==> src/sei_tag_pkg.sv <==
// Constants shared by the supplemental function tag handler
`default_nettype none
package sei_tag_pkg;
   // Function type codes
   localparam logic [3:0] FN_PART_FREEZE = 4'h3;
   localparam logic [3:0] FN_RESIZE_FREEZE = 4'h4;
   localparam logic [3:0] FN_FREEZE_RELEASE = 4'h5;
   localparam logic [3:0] FN_FULL_SNAP = 4'h6;
   localparam logic [3:0] FN_PART_SNAP = 4'h7;
   localparam logic [3:0] FN_TSEG_START = 4'h8;
   localparam logic [3:0] FN_TSEG_END = 4'h9;
   localparam logic [3:0] FN_RSEG_START = 4'ha;
   localparam logic [3:0] FN_RSEG_END = 4'hb;
   // Fixed parameter octet counts
   localparam logic [3:0] CNT_NONE = 4'h0;
   localparam logic [3:0] CNT_QUAD = 4'h4;
   localparam logic [3:0] CNT_DUAL = 4'h8;
   // Octets kept per function
   localparam int PARAM_OCTETS = 8;
   // Lapse limits; temporal reference ticks per second approximated as 30
   localparam int TIMEOUT_SECONDS = 5;
   localparam int TIMEOUT_PICTURES = 5;
   localparam int TR_TICKS_PER_SECOND = 30;
   localparam int TIMEOUT_TR_TICKS = TIMEOUT_SECONDS * TR_TICKS_PER_SECOND;
   // Register byte addresses
   localparam logic [7:0] ADDR_CTRL = 8'h00;
   localparam logic [7:0] ADDR_STATUS = 8'h04;
   localparam logic [7:0] ADDR_ACTIVE = 8'h08;
   localparam logic [7:0] ADDR_FORMAT = 8'h0c;
   // Field positions and reset values
   localparam int CTRL_ENABLE_BIT = 0;
   localparam int CTRL_FLUSH_BIT = 1;
   localparam int STATUS_CNT_ERR_BIT = 0;
   localparam int STATUS_OVF_BIT = 1;
   localparam int FORMAT_SEEN_BIT = 3;
   localparam logic CTRL_ENABLE_RESET = 1'b1;
   localparam logic [2:0] FORMAT_RESET = 3'h0;
   // Parser states
   typedef enum logic [1:0] {PS_HEAD = 2'b01, PS_PARAM = 2'b10} parse_state_e;
endpackage
`default_nettype wire
==> src/lapse_timer.sv <==
// Picture and elapsed-time counters for one freeze or segment slot
`timescale 1ns/1ps
`default_nettype none
module lapse_timer #(
   parameter int PIC_LIMIT = 5,
   parameter int TICK_LIMIT = 150
) (
   // Clock and reset
   input wire logic clock_in,
   input wire logic srst_in,
   // Control
   input wire logic restart_in,
   input wire logic pic_tick_in,
   input wire logic [7:0] tr_delta_in,
   // Status
   output logic expired_out
);
   localparam int PW = $clog2(PIC_LIMIT + 1);
   localparam int TW = $clog2(TICK_LIMIT + 256);

   logic [PW-1:0] pics_q;
   logic [TW-1:0] ticks_q;
   logic pics_done;
   logic ticks_done;

   if (PIC_LIMIT < 1 || TICK_LIMIT < 1) begin : g_bad
      $error("lapse_timer limits must be positive");
   end

   assign pics_done = pics_q >= PW'(PIC_LIMIT);
   assign ticks_done = ticks_q >= TW'(TICK_LIMIT);
   assign expired_out = pics_done && ticks_done;

   always_ff @(posedge clock_in) begin
      if (srst_in || restart_in) begin
         pics_q <= '0;
         ticks_q <= '0;
      end else if (pic_tick_in) begin
         if (!pics_done) begin
            pics_q <= pics_q + PW'(1);
         end
         if (!ticks_done) begin
            ticks_q <= ticks_q + TW'(tr_delta_in);
         end
      end
   end
endmodule
`default_nettype wire

==> src/picture_sei_freeze_tag_handler.sv <==
// Freeze, snapshot and segment tag handler for supplemental picture functions
`timescale 1ns/1ps
`default_nettype none
module picture_sei_freeze_tag_handler #(
   parameter int NUM_FREEZE = 4,
   parameter int NUM_TSEG = 4,
   parameter int NUM_RSEG = 4
) (
   // Clock and reset
   input wire logic clock_in,
   input wire logic srst_in,
   // APB slave
   input wire logic [7:0] paddr_in,
   input wire logic psel_in,
   input wire logic penable_in,
   input wire logic pwrite_in,
   input wire logic [31:0] pwdata_in,
   output logic [31:0] prdata_out,
   output logic pready_out,
   output logic pslverr_out,
   // Picture header events and supplemental payload from the parser
   input wire logic pic_start_in,
   input wire logic freeze_release_in,
   input wire logic [2:0] source_format_in,
   input wire logic [7:0] temporal_ref_in,
   input wire logic payload_valid_in,
   input wire logic [7:0] payload_octet_in,
   // Display compositor
   output logic [NUM_FREEZE-1:0] freeze_active_out,
   output logic [NUM_FREEZE*32-1:0] freeze_disp_region_out,
   output logic [NUM_FREEZE*32-1:0] freeze_dec_region_out,
   // Tagging consumer
   output logic snap_valid_out,
   output logic snap_partial_out,
   output logic [31:0] snap_id_out,
   output logic [31:0] snap_region_out,
   output logic [NUM_TSEG-1:0] tseg_active_out,
   output logic [NUM_RSEG-1:0] rseg_active_out,
   output logic [(NUM_TSEG+NUM_RSEG)*32-1:0] seg_id_out,
   output logic protocol_error_out
);
   import sei_tag_pkg::*;

   localparam int NS = NUM_FREEZE + NUM_TSEG + NUM_RSEG;
   localparam logic [NS-1:0] FMASK = NS'((64'h1 << NUM_FREEZE) - 64'h1);
   localparam logic [NS-1:0] TMASK = NS'(((64'h1 << NUM_TSEG) - 64'h1) << NUM_FREEZE);
   localparam logic [NS-1:0] RMASK = ~(FMASK | TMASK);

   if (NUM_FREEZE < 1 || NUM_TSEG < 1 || NUM_RSEG < 1 || NS > 32) begin : g_bad
      $error("slot counts must be at least one and at most 32 in total");
   end

   // Region overlap, both rectangles in eight-pixel units
   function automatic logic overlaps(input logic [31:0] a, input logic [31:0] b);
      logic [8:0] ax_end;
      logic [8:0] bx_end;
      logic [8:0] ay_end;
      logic [8:0] by_end;
      ax_end = {1'b0, a[31:24]} + {1'b0, a[15:8]};
      bx_end = {1'b0, b[31:24]} + {1'b0, b[15:8]};
      ay_end = {1'b0, a[23:16]} + {1'b0, a[7:0]};
      by_end = {1'b0, b[23:16]} + {1'b0, b[7:0]};
      return ({1'b0, a[31:24]} < bx_end) && ({1'b0, b[31:24]} < ax_end) &&
             ({1'b0, a[23:16]} < by_end) && ({1'b0, b[23:16]} < ay_end);
   endfunction

   // Fixed parameter count of each handled type; unhandled types return none
   function automatic logic [4:0] fixed_count(input logic [3:0] t);
      unique case (t)
         FN_PART_FREEZE, FN_FREEZE_RELEASE, FN_FULL_SNAP: return {1'b1, CNT_QUAD};
         FN_TSEG_START, FN_TSEG_END, FN_RSEG_START, FN_RSEG_END: return {1'b1, CNT_QUAD};
         FN_RESIZE_FREEZE, FN_PART_SNAP: return {1'b1, CNT_DUAL};
         default: return 5'h0;
      endcase
   endfunction

   // Parser
   logic fn_valid;
   logic [3:0] fn_type;
   logic [3:0] fn_count;
   logic [63:0] fn_param;

   sei_function_parser u_parser (
      .clock_in(clock_in),
      .srst_in(srst_in),
      .pic_start_in(pic_start_in),
      .payload_valid_in(payload_valid_in),
      .payload_octet_in(payload_octet_in),
      .fn_valid_out(fn_valid),
      .fn_type_out(fn_type),
      .fn_count_out(fn_count),
      .fn_param_out(fn_param)
   );

   // Registers
   logic enable_q;
   logic cnt_err_q;
   logic ovf_q;
   logic [2:0] fmt_q;
   logic fmt_seen_q;
   logic [7:0] tr_q;
   logic cur_release_q;
   logic [NS-1:0] active_q;
   logic [31:0] key_q [NS];
   logic [31:0] aux_q [NS];

   // Function decode
   logic [4:0] fc;
   logic handled;
   logic count_ok;
   logic act;
   logic count_err;
   logic [31:0] hi;
   logic [31:0] lo;
   logic is_resize;
   logic is_part;
   logic is_release;
   logic is_tstart;
   logic is_tend;
   logic is_rstart;
   logic is_rend;

   assign fc = fixed_count(fn_type);
   assign handled = fc[4];
   assign count_ok = fn_count == fc[3:0];
   assign act = fn_valid && enable_q && handled && count_ok;
   assign count_err = fn_valid && enable_q && handled && !count_ok;
   assign hi = fn_param[63:32];
   assign lo = fn_param[31:0];
   assign is_resize = act && fn_type == FN_RESIZE_FREEZE;
   assign is_part = act && fn_type == FN_PART_FREEZE;
   assign is_release = act && fn_type == FN_FREEZE_RELEASE;
   assign is_tstart = act && fn_type == FN_TSEG_START;
   assign is_tend = act && fn_type == FN_TSEG_END;
   assign is_rstart = act && fn_type == FN_RSEG_START;
   assign is_rend = act && fn_type == FN_RSEG_END;

   // Picture header events
   logic fmt_change;
   logic [7:0] tr_delta;
   logic apb_wr;
   logic flush;

   assign fmt_change = pic_start_in && fmt_seen_q && source_format_in != fmt_q;
   assign tr_delta = temporal_ref_in - tr_q;

   // Per-slot matching, closing and timing
   logic [NS-1:0] match_v;
   logic [NS-1:0] close_v;
   logic [NS-1:0] restart_v;
   logic [NS-1:0] expired_v;
   logic [NS-1:0] alloc_v;

   for (genvar i = 0; i < NS; i++) begin : g_slot
      logic is_f;
      logic is_t;
      logic is_r;
      logic ov;
      assign is_f = FMASK[i];
      assign is_t = TMASK[i];
      assign is_r = RMASK[i];
      assign ov = active_q[i] && is_f && overlaps(key_q[i], hi);
      assign match_v[i] = active_q[i] && key_q[i] == hi;
      assign restart_v[i] = (is_resize && is_f && match_v[i]) ||
                            (is_part && ov) ||
                            (is_tstart && is_t && match_v[i]) ||
                            (is_rstart && is_r && match_v[i]);
      assign close_v[i] = flush ||
                          (is_release && ov) ||
                          (is_tend && is_t && match_v[i]) ||
                          (is_rend && is_r && match_v[i]) ||
                          (pic_start_in && expired_v[i]) ||
                          (is_f && pic_start_in && (freeze_release_in || fmt_change));

      lapse_timer #(
         .PIC_LIMIT(TIMEOUT_PICTURES),
         .TICK_LIMIT(TIMEOUT_TR_TICKS)
      ) u_timer (
         .clock_in(clock_in),
         .srst_in(srst_in),
         .restart_in(restart_v[i] || alloc_v[i]),
         .pic_tick_in(pic_start_in && active_q[i]),
         .tr_delta_in(tr_delta),
         .expired_out(expired_v[i])
      );

      always_ff @(posedge clock_in) begin
         if (srst_in || close_v[i]) begin
            active_q[i] <= 1'b0;
         end else if (alloc_v[i]) begin
            active_q[i] <= 1'b1;
            key_q[i] <= hi;
            aux_q[i] <= lo;
         end
         if (srst_in) begin
            key_q[i] <= 32'h0;
            aux_q[i] <= 32'h0;
         end
      end
   end

   // Allocation of a free slot for a new freeze or segment
   logic [NS-1:0] gmask;
   logic [NS-1:0] free_g;
   logic [NS-1:0] first_free;
   logic new_req;
   logic overflow;

   assign gmask = is_resize ? FMASK : (is_tstart ? TMASK : (is_rstart ? RMASK : '0));
   assign free_g = ~active_q & gmask;
   assign first_free = free_g & (~free_g + NS'(1));
   // Resizing freeze requested in a picture whose release bit is set is never allocated
   assign new_req = (is_resize && !cur_release_q) || is_tstart || is_rstart;
   assign alloc_v = (new_req && !(|(match_v & gmask))) ? first_free : '0;
   assign overflow = new_req && !(|(match_v & gmask)) && !(|free_g);

   // Picture header tracking
   always_ff @(posedge clock_in) begin
      if (srst_in) begin
         fmt_q <= FORMAT_RESET;
         fmt_seen_q <= 1'b0;
         tr_q <= 8'h0;
         cur_release_q <= 1'b0;
      end else if (pic_start_in) begin
         fmt_q <= source_format_in;
         fmt_seen_q <= 1'b1;
         tr_q <= temporal_ref_in;
         cur_release_q <= freeze_release_in;
      end
   end

   // Snapshot and error events
   always_ff @(posedge clock_in) begin
      if (srst_in) begin
         snap_valid_out <= 1'b0;
         snap_partial_out <= 1'b0;
         snap_id_out <= 32'h0;
         snap_region_out <= 32'h0;
         protocol_error_out <= 1'b0;
      end else begin
         snap_valid_out <= act && (fn_type == FN_FULL_SNAP || fn_type == FN_PART_SNAP);
         protocol_error_out <= count_err;
         if (act && fn_type == FN_FULL_SNAP) begin
            snap_partial_out <= 1'b0;
            snap_id_out <= hi;
            snap_region_out <= 32'h0;
         end else if (act && fn_type == FN_PART_SNAP) begin
            snap_partial_out <= 1'b1;
            snap_id_out <= hi;
            snap_region_out <= lo;
         end
      end
   end

   // Consumer-facing slot state
   for (genvar f = 0; f < NUM_FREEZE; f++) begin : g_fout
      assign freeze_disp_region_out[f*32 +: 32] = key_q[f];
      assign freeze_dec_region_out[f*32 +: 32] = aux_q[f];
   end
   for (genvar s = 0; s < NUM_TSEG + NUM_RSEG; s++) begin : g_sout
      assign seg_id_out[s*32 +: 32] = key_q[NUM_FREEZE + s];
   end
   assign freeze_active_out = active_q[NUM_FREEZE-1:0];
   assign tseg_active_out = active_q[NUM_FREEZE +: NUM_TSEG];
   assign rseg_active_out = active_q[NUM_FREEZE + NUM_TSEG +: NUM_RSEG];

   // APB slave: answers on the second access cycle
   logic access;
   logic hit;
   logic [31:0] rd_mux;

   assign access = psel_in && penable_in;
   assign apb_wr = access && pready_out && pwrite_in;
   assign flush = apb_wr && paddr_in == ADDR_CTRL && pwdata_in[CTRL_FLUSH_BIT];
   assign hit = paddr_in == ADDR_CTRL || paddr_in == ADDR_STATUS ||
                paddr_in == ADDR_ACTIVE || paddr_in == ADDR_FORMAT;
   assign rd_mux = (paddr_in == ADDR_CTRL) ? 32'(enable_q) :
                   (paddr_in == ADDR_STATUS) ? 32'({ovf_q, cnt_err_q}) :
                   (paddr_in == ADDR_ACTIVE) ? 32'(active_q) :
                   (paddr_in == ADDR_FORMAT) ? 32'({fmt_seen_q, fmt_q}) : 32'h0;

   always_ff @(posedge clock_in) begin
      if (srst_in) begin
         pready_out <= 1'b0;
         prdata_out <= 32'h0;
         pslverr_out <= 1'b0;
      end else begin
         pready_out <= access && !pready_out;
         prdata_out <= (access && !pready_out && !pwrite_in) ? rd_mux : 32'h0;
         pslverr_out <= access && !pready_out && !hit;
      end
   end

   // Control and sticky status; a new event wins over a clear
   always_ff @(posedge clock_in) begin
      if (srst_in) begin
         enable_q <= CTRL_ENABLE_RESET;
         cnt_err_q <= 1'b0;
         ovf_q <= 1'b0;
      end else begin
         if (apb_wr && paddr_in == ADDR_CTRL) begin
            enable_q <= pwdata_in[CTRL_ENABLE_BIT];
         end
         if (count_err) begin
            cnt_err_q <= 1'b1;
         end else if (apb_wr && paddr_in == ADDR_STATUS && pwdata_in[STATUS_CNT_ERR_BIT]) begin
            cnt_err_q <= 1'b0;
         end
         if (overflow) begin
            ovf_q <= 1'b1;
         end else if (apb_wr && paddr_in == ADDR_STATUS && pwdata_in[STATUS_OVF_BIT]) begin
            ovf_q <= 1'b0;
         end
      end
   end
endmodule
`default_nettype wire

==> src/sei_function_parser.sv <==
// Splits the supplemental payload octet stream into functions
`timescale 1ns/1ps
`default_nettype none
module sei_function_parser (
   // Clock and reset
   input wire logic clock_in,
   input wire logic srst_in,
   // Payload stream
   input wire logic pic_start_in,
   input wire logic payload_valid_in,
   input wire logic [7:0] payload_octet_in,
   // Decoded function
   output logic fn_valid_out,
   output logic [3:0] fn_type_out,
   output logic [3:0] fn_count_out,
   output logic [63:0] fn_param_out
);
   import sei_tag_pkg::*;

   parse_state_e state_q;
   logic [3:0] rem_q;
   logic [3:0] idx_q;
   logic [63:0] param_q;
   logic [63:0] param_nx;
   logic last_octet;

   assign last_octet = (state_q == PS_PARAM) && (rem_q == 4'h1);

   // Octets past the eighth are skipped
   always_comb begin
      param_nx = param_q;
      if (idx_q < 4'(PARAM_OCTETS)) begin
         param_nx[63 - 8 * idx_q -: 8] = payload_octet_in;
      end
   end

   always_ff @(posedge clock_in) begin
      fn_valid_out <= 1'b0;
      if (srst_in || pic_start_in) begin
         state_q <= PS_HEAD;
         rem_q <= 4'h0;
         idx_q <= 4'h0;
         param_q <= 64'h0;
      end else if (payload_valid_in) begin
         unique case (state_q)
            PS_HEAD: begin
               fn_type_out <= payload_octet_in[7:4];
               fn_count_out <= payload_octet_in[3:0];
               param_q <= 64'h0;
               idx_q <= 4'h0;
               rem_q <= payload_octet_in[3:0];
               if (payload_octet_in[3:0] == CNT_NONE) begin
                  fn_valid_out <= 1'b1;
                  fn_param_out <= 64'h0;
               end else begin
                  state_q <= PS_PARAM;
               end
            end
            PS_PARAM: begin
               param_q <= param_nx;
               idx_q <= idx_q + 4'h1;
               rem_q <= rem_q - 4'h1;
               if (last_octet) begin
                  fn_valid_out <= 1'b1;
                  fn_param_out <= param_nx;
                  state_q <= PS_HEAD;
               end
            end
         endcase
      end
      if (srst_in) begin
         fn_valid_out <= 1'b0;
         fn_type_out <= 4'h0;
         fn_count_out <= 4'h0;
         fn_param_out <= 64'h0;
      end
   end
endmodule
`default_nettype wire

==> config.mk <==
export PLATFORM = sky130hd
export DESIGN_NAME = picture_sei_freeze_tag_handler
export DESIGN_NICKNAME = d
export VERILOG_FILES = /design/src/sei_tag_pkg.sv /design/src/lapse_timer.sv /design/src/picture_sei_freeze_tag_handler.sv /design/src/sei_function_parser.sv
export SDC_FILE = /design/constraint.sdc
export NUM_CORES = 2
export LEC_CHECK = 0
export BUFFER_PORTS_ARGS = -buffer_cell sky130_fd_sc_hd__buf_4
export CAP_MARGIN = 20
export CORE_MARGIN = 8
export CORE_UTILIZATION = 40
export DETAILED_ROUTE_END_ITERATION = 10
export GPL_TIMING_DRIVEN = 0
export SETUP_SLACK_MARGIN = 0.3
export SLEW_MARGIN = 20
export SYNTH_ARGS = -nofsm -noshare
export SYNTH_HDL_FRONTEND = slang
export SYNTH_SLANG_ARGS = --single-unit
==> constraint.sdc <==
create_clock -name clock_in -period 14.07 [get_ports clock_in]
set_input_delay 0 -clock clock_in [delete_from_list [all_inputs] [get_ports clock_in]]
set_output_delay 0 -clock clock_in [all_outputs]
set_load 0.02 [all_outputs]
==> impl_results.md <==
* CP peak stage delay at around 0.88 ns
* Synth Cell Area at about 0.047 sq mm
* Commonest cells after routing, fill and taps aside: buf_4 (662), nand2_1 (490), edfxtp_1 (480), dfxtp_1 (435), a21oi_1 (366)
* Worst path depth at 19
* Critical path required time at 14.49 ns
* Die Span X at ~360 um
* Fmax achieved at approximately 0.14 GHz
* Root Driver: clkbuf_16
* Hold Path Class: input pin to flop
* Startpoint types: flop
* Post-synthesis sequential area ratio at 0.489
* First-pass GRT wire length at a little under 300000 um
* Area Growth Syn to Fin at 25.1%
* Final setup fails at 0
* Core area at ~0.12 sq mm
* Period minus WS final at 7.05 ns
* Iteration-0 DRC Markers at between 4000 and 5000
* Top Family by Delay on Critical Path: buffers and inverters
* Synth async-reset ratio at 0
* Clock Latency Late Sink at roughly 0.73 ns
* Die Span Y at approximately 360 um
* Via count at around 40000
* Finished Layout Cells at ~7000
* R2R depth at 19
* GR Layer Usage met3 at 0.108
* Sw frac at 0.264
* Met1 GRT Util at 0.402
* Vias in the first global route at about 38000
* M2 GR Usage at 0.470
* Number of synthesized flops with an enable pin at 480
* Maximum clock insertion buffer count at 3
* Fin util at 0.503
* Clock sinks at between 900 and 1000
* DR vias/cell at roughly 5.8
* Most used routing layer: met2
* DRC at 0
* Max FO, Critical Path at 10
* DIE AREA at 0.129 sq mm
* Switching Power at between 1.5 and 2 mW
* Final ANT Viol Nets at 0
* Hold_ws at 0.0633 ns
* Post-DP HPWL at between 150000 and 200000 um
* Largest net degree at the start of global routing at 33
* GRT Util Overall at 0.313
* TritonRoute pass-1 iters at 8
* Post-Synthesis Cells at 4465
* Initial Util at 0.402
* Layout Nets at between 5000 and 6000
* Layout cells sized above 1 at 0.200
* Fin area at about 0.059 sq mm
* # Post-CTS Setup Buffers at 0
* Routability cong. at a little under 1
* Hold path cells at 7
* CP endpoint kind: flop
* Drt total wl at about 210000 um
* PD cells at 106 mW/mm^2
* Dpl cells at ~6700
* CTS H-tree lvls at 3
* Cell Int Power at ~4.6 mW
* Worst path bufs/invs at 12
* Final hold violations at 0
* # port buffers at ~630
* Library cells used by synthesis at between 80 and 90
* Crit path top cell by count: buf_2
* Number of synthesized register bits at around 920
* Rel. slew slack at 0.214
* Synth warn at 0
* CP Cell Sequence: buf_2 -> buf_2 -> xnor2_1 -> nand4_1 -> nor3_1 -> nand4_1 -> a31o_1 -> nand3_4 -> buf_6 -> o41ai_2 -> buf_2 -> buf_2 -> buf_2 -> buf_2 -> buf_2 -> buf_2 -> buf_4 -> buf_2 -> buf_2
* Setup TNS at 0 ns
* Measured slew at the worst slew-check pin at roughly 1.2 ns
* Critical-path top delay cell: o41ai_2
* Maximum vdd drop at a little over 0.0001 V
* Combinational power share at 0.102
* P_leak at 24.8 nW
* CTS tree: done
* GRT overflow at 0
* Worst-path clk slew at 0.06 ns
* Most common flop cell mapped by yosys: edfxtp_1
* Tcrit/Tclk final at 0.501
* Wire per inst at ~31 um
* Total I/O pin count at roughly 690
* Status: finished clean
* Num rows at around 130
* Total CTS buffers at 102
* Max-cap viol count at 0
* Worst Path Arrival at roughly 7.5 ns
* Clock Skews at 0.0441 ns
* Setup CP Type: flop to flop
* Commonest non-fill, non-tap cell in the layout: buf_4
* Post-placement cell area at 0.0554 sq mm
* Synth Area per Inst at around 11 sq um
* Reg power frac at 0.464
* Clock power share at 0.434
* Antenna violations before repair at 27
* RSZ-0062 raised after global routing: false
* Final Slew Violations at 0
-- per-stage QoR --
step	power [mW]	setup slack, ns
2_1_floorplan	3.33	5.11
3_3_place_gp	3.58	-2.48
3_5_place_dp	3.61	7.36
4_1_cts	6.31	7.37
5_1_grt	6.46	7.09
6_report	6.30	7.02
-- cell usage after synthesis, drive strengths merged (56+ instances only) --
master | n | area share
nor4 | 116 | 0.016
nand2 | 491 | 0.039
nor2 | 233 | 0.019
clkbuf | 129 | 0.010
o21bai | 56 | 0.0089
edfxtp | 480 | 0.30
nand4 | 79 | 0.010
nor2b | 111 | 0.015
ha | 319 | 0.084
nor3 | 110 | 0.013
a21oi | 366 | 0.039
mux2i | 181 | 0.038
buf | 114 | 0.013
dfxtp | 435 | 0.18
xnor2 | 268 | 0.050
a21o | 81 | 0.013
inv | 130 | 0.010
xor2 | 266 | 0.049
o21ai | 94 | 0.0099
-- what timing repair did --
action | 4_1_cts | 5_1_grt
gates resized for setup | 0 | 0
endpoints found under the hold margin | 44 | 0
hold buffers | 35 | 0
-- metal layers --
metal,vias to the layer above,routed length (um)
li1,17600,-
met1,19700,81900
met2,2652,90800
met3,601,28300
met4,2,12000
met5,-,12
-- power groups by stage --
stage	Combinational, mW	Clock, mW	Sequential (mW)
3_3_place_gp	0.585	0	2.99
2_1_floorplan	0.315	0	3.02
4_1_cts	0.639	2.75	2.92
6_report	0.643	2.73	2.92
3_5_place_dp	0.630	0	2.98
5_1_grt	0.689	2.85	2.92
-- registers in the layout, summed over array words and instances, names as in the netlist, 2 cells and up --
register,count
prdata_out,12
fc,3
tseg_active_out,4
snap_id_out,32
u_parser.state_q,2
key_q,384
u_parser.rem_q,4
g_slot.u_timer.pics_q,36
u_parser.param_q,64
g_slot.u_timer.ticks_q,108
u_parser.idx_q,4
u_parser.fn_count_out,4
u_parser.fn_param_out,64
freeze_active_out,4
fmt_q,3
snap_region_out,32
rseg_active_out,4
tr_q,8
aux_q,128
u_parser.fn_type_out,4
-- logic make-up after synthesis --
family | Yosys count | share of synthesized area
multiplexers | 213 | 0.0459
buffers and inverters | 373 | 0.0340
adder cells (fa/ha/maj) | 344 | 0.0946
AO/OA/AOI/OAI | 752 | 0.0977
XOR/XNOR | 534 | 0.0989
flip-flops | 915 | 0.489
other | 1 | 0.0000793
AND/OR/NAND/NOR | 1333 | 0.140
-- area by class of cell --
cell class	count	area (sq um)
buffer	243	1130
timing repair buffer	743	6090
sequential	915	23100
fill	10600	58400
clock inverter	46	502
multi-input combinational	3196	23000
antenna	19	47.5
inverter	130	488
clock buffer	145	2890
tap	1536	1920
-- worst reg2reg max path, delay by kind of cell (launching register included) --
| kind | cells | cell delay, ns |
|---|---|---|
| AOI/OAI and AO/OA | 2 | 1.16 |
| xor gates and xnor gates | 1 | 0.25 |
| buffers and inverters | 12 | 3.60 |
| DFF | 1 | 0.87 |
| and+or+nand+nor | 4 | 0.87 |
-- path summary, 6_finish.rpt --
kind,to,from,slack (ns)
worst min register to register,snap_region_out[2]$_SDFFE_PP0P_,snap_region_out[2]$_SDFFE_PP0P_,0.46
worst min-delay path,prdata_out[9]$_SDFF_PP0_,paddr_in[0],0.06
worst max register to register,aux_q[0][0]$_DFFE_PP_,u_parser.fn_param_out[50]$_SDFFE_PP0P_,7.02
worst max-delay path,aux_q[0][0]$_DFFE_PP_,u_parser.fn_param_out[50]$_SDFFE_PP0P_,7.02
Note: power is estimated with default switching activity, not from simulation.
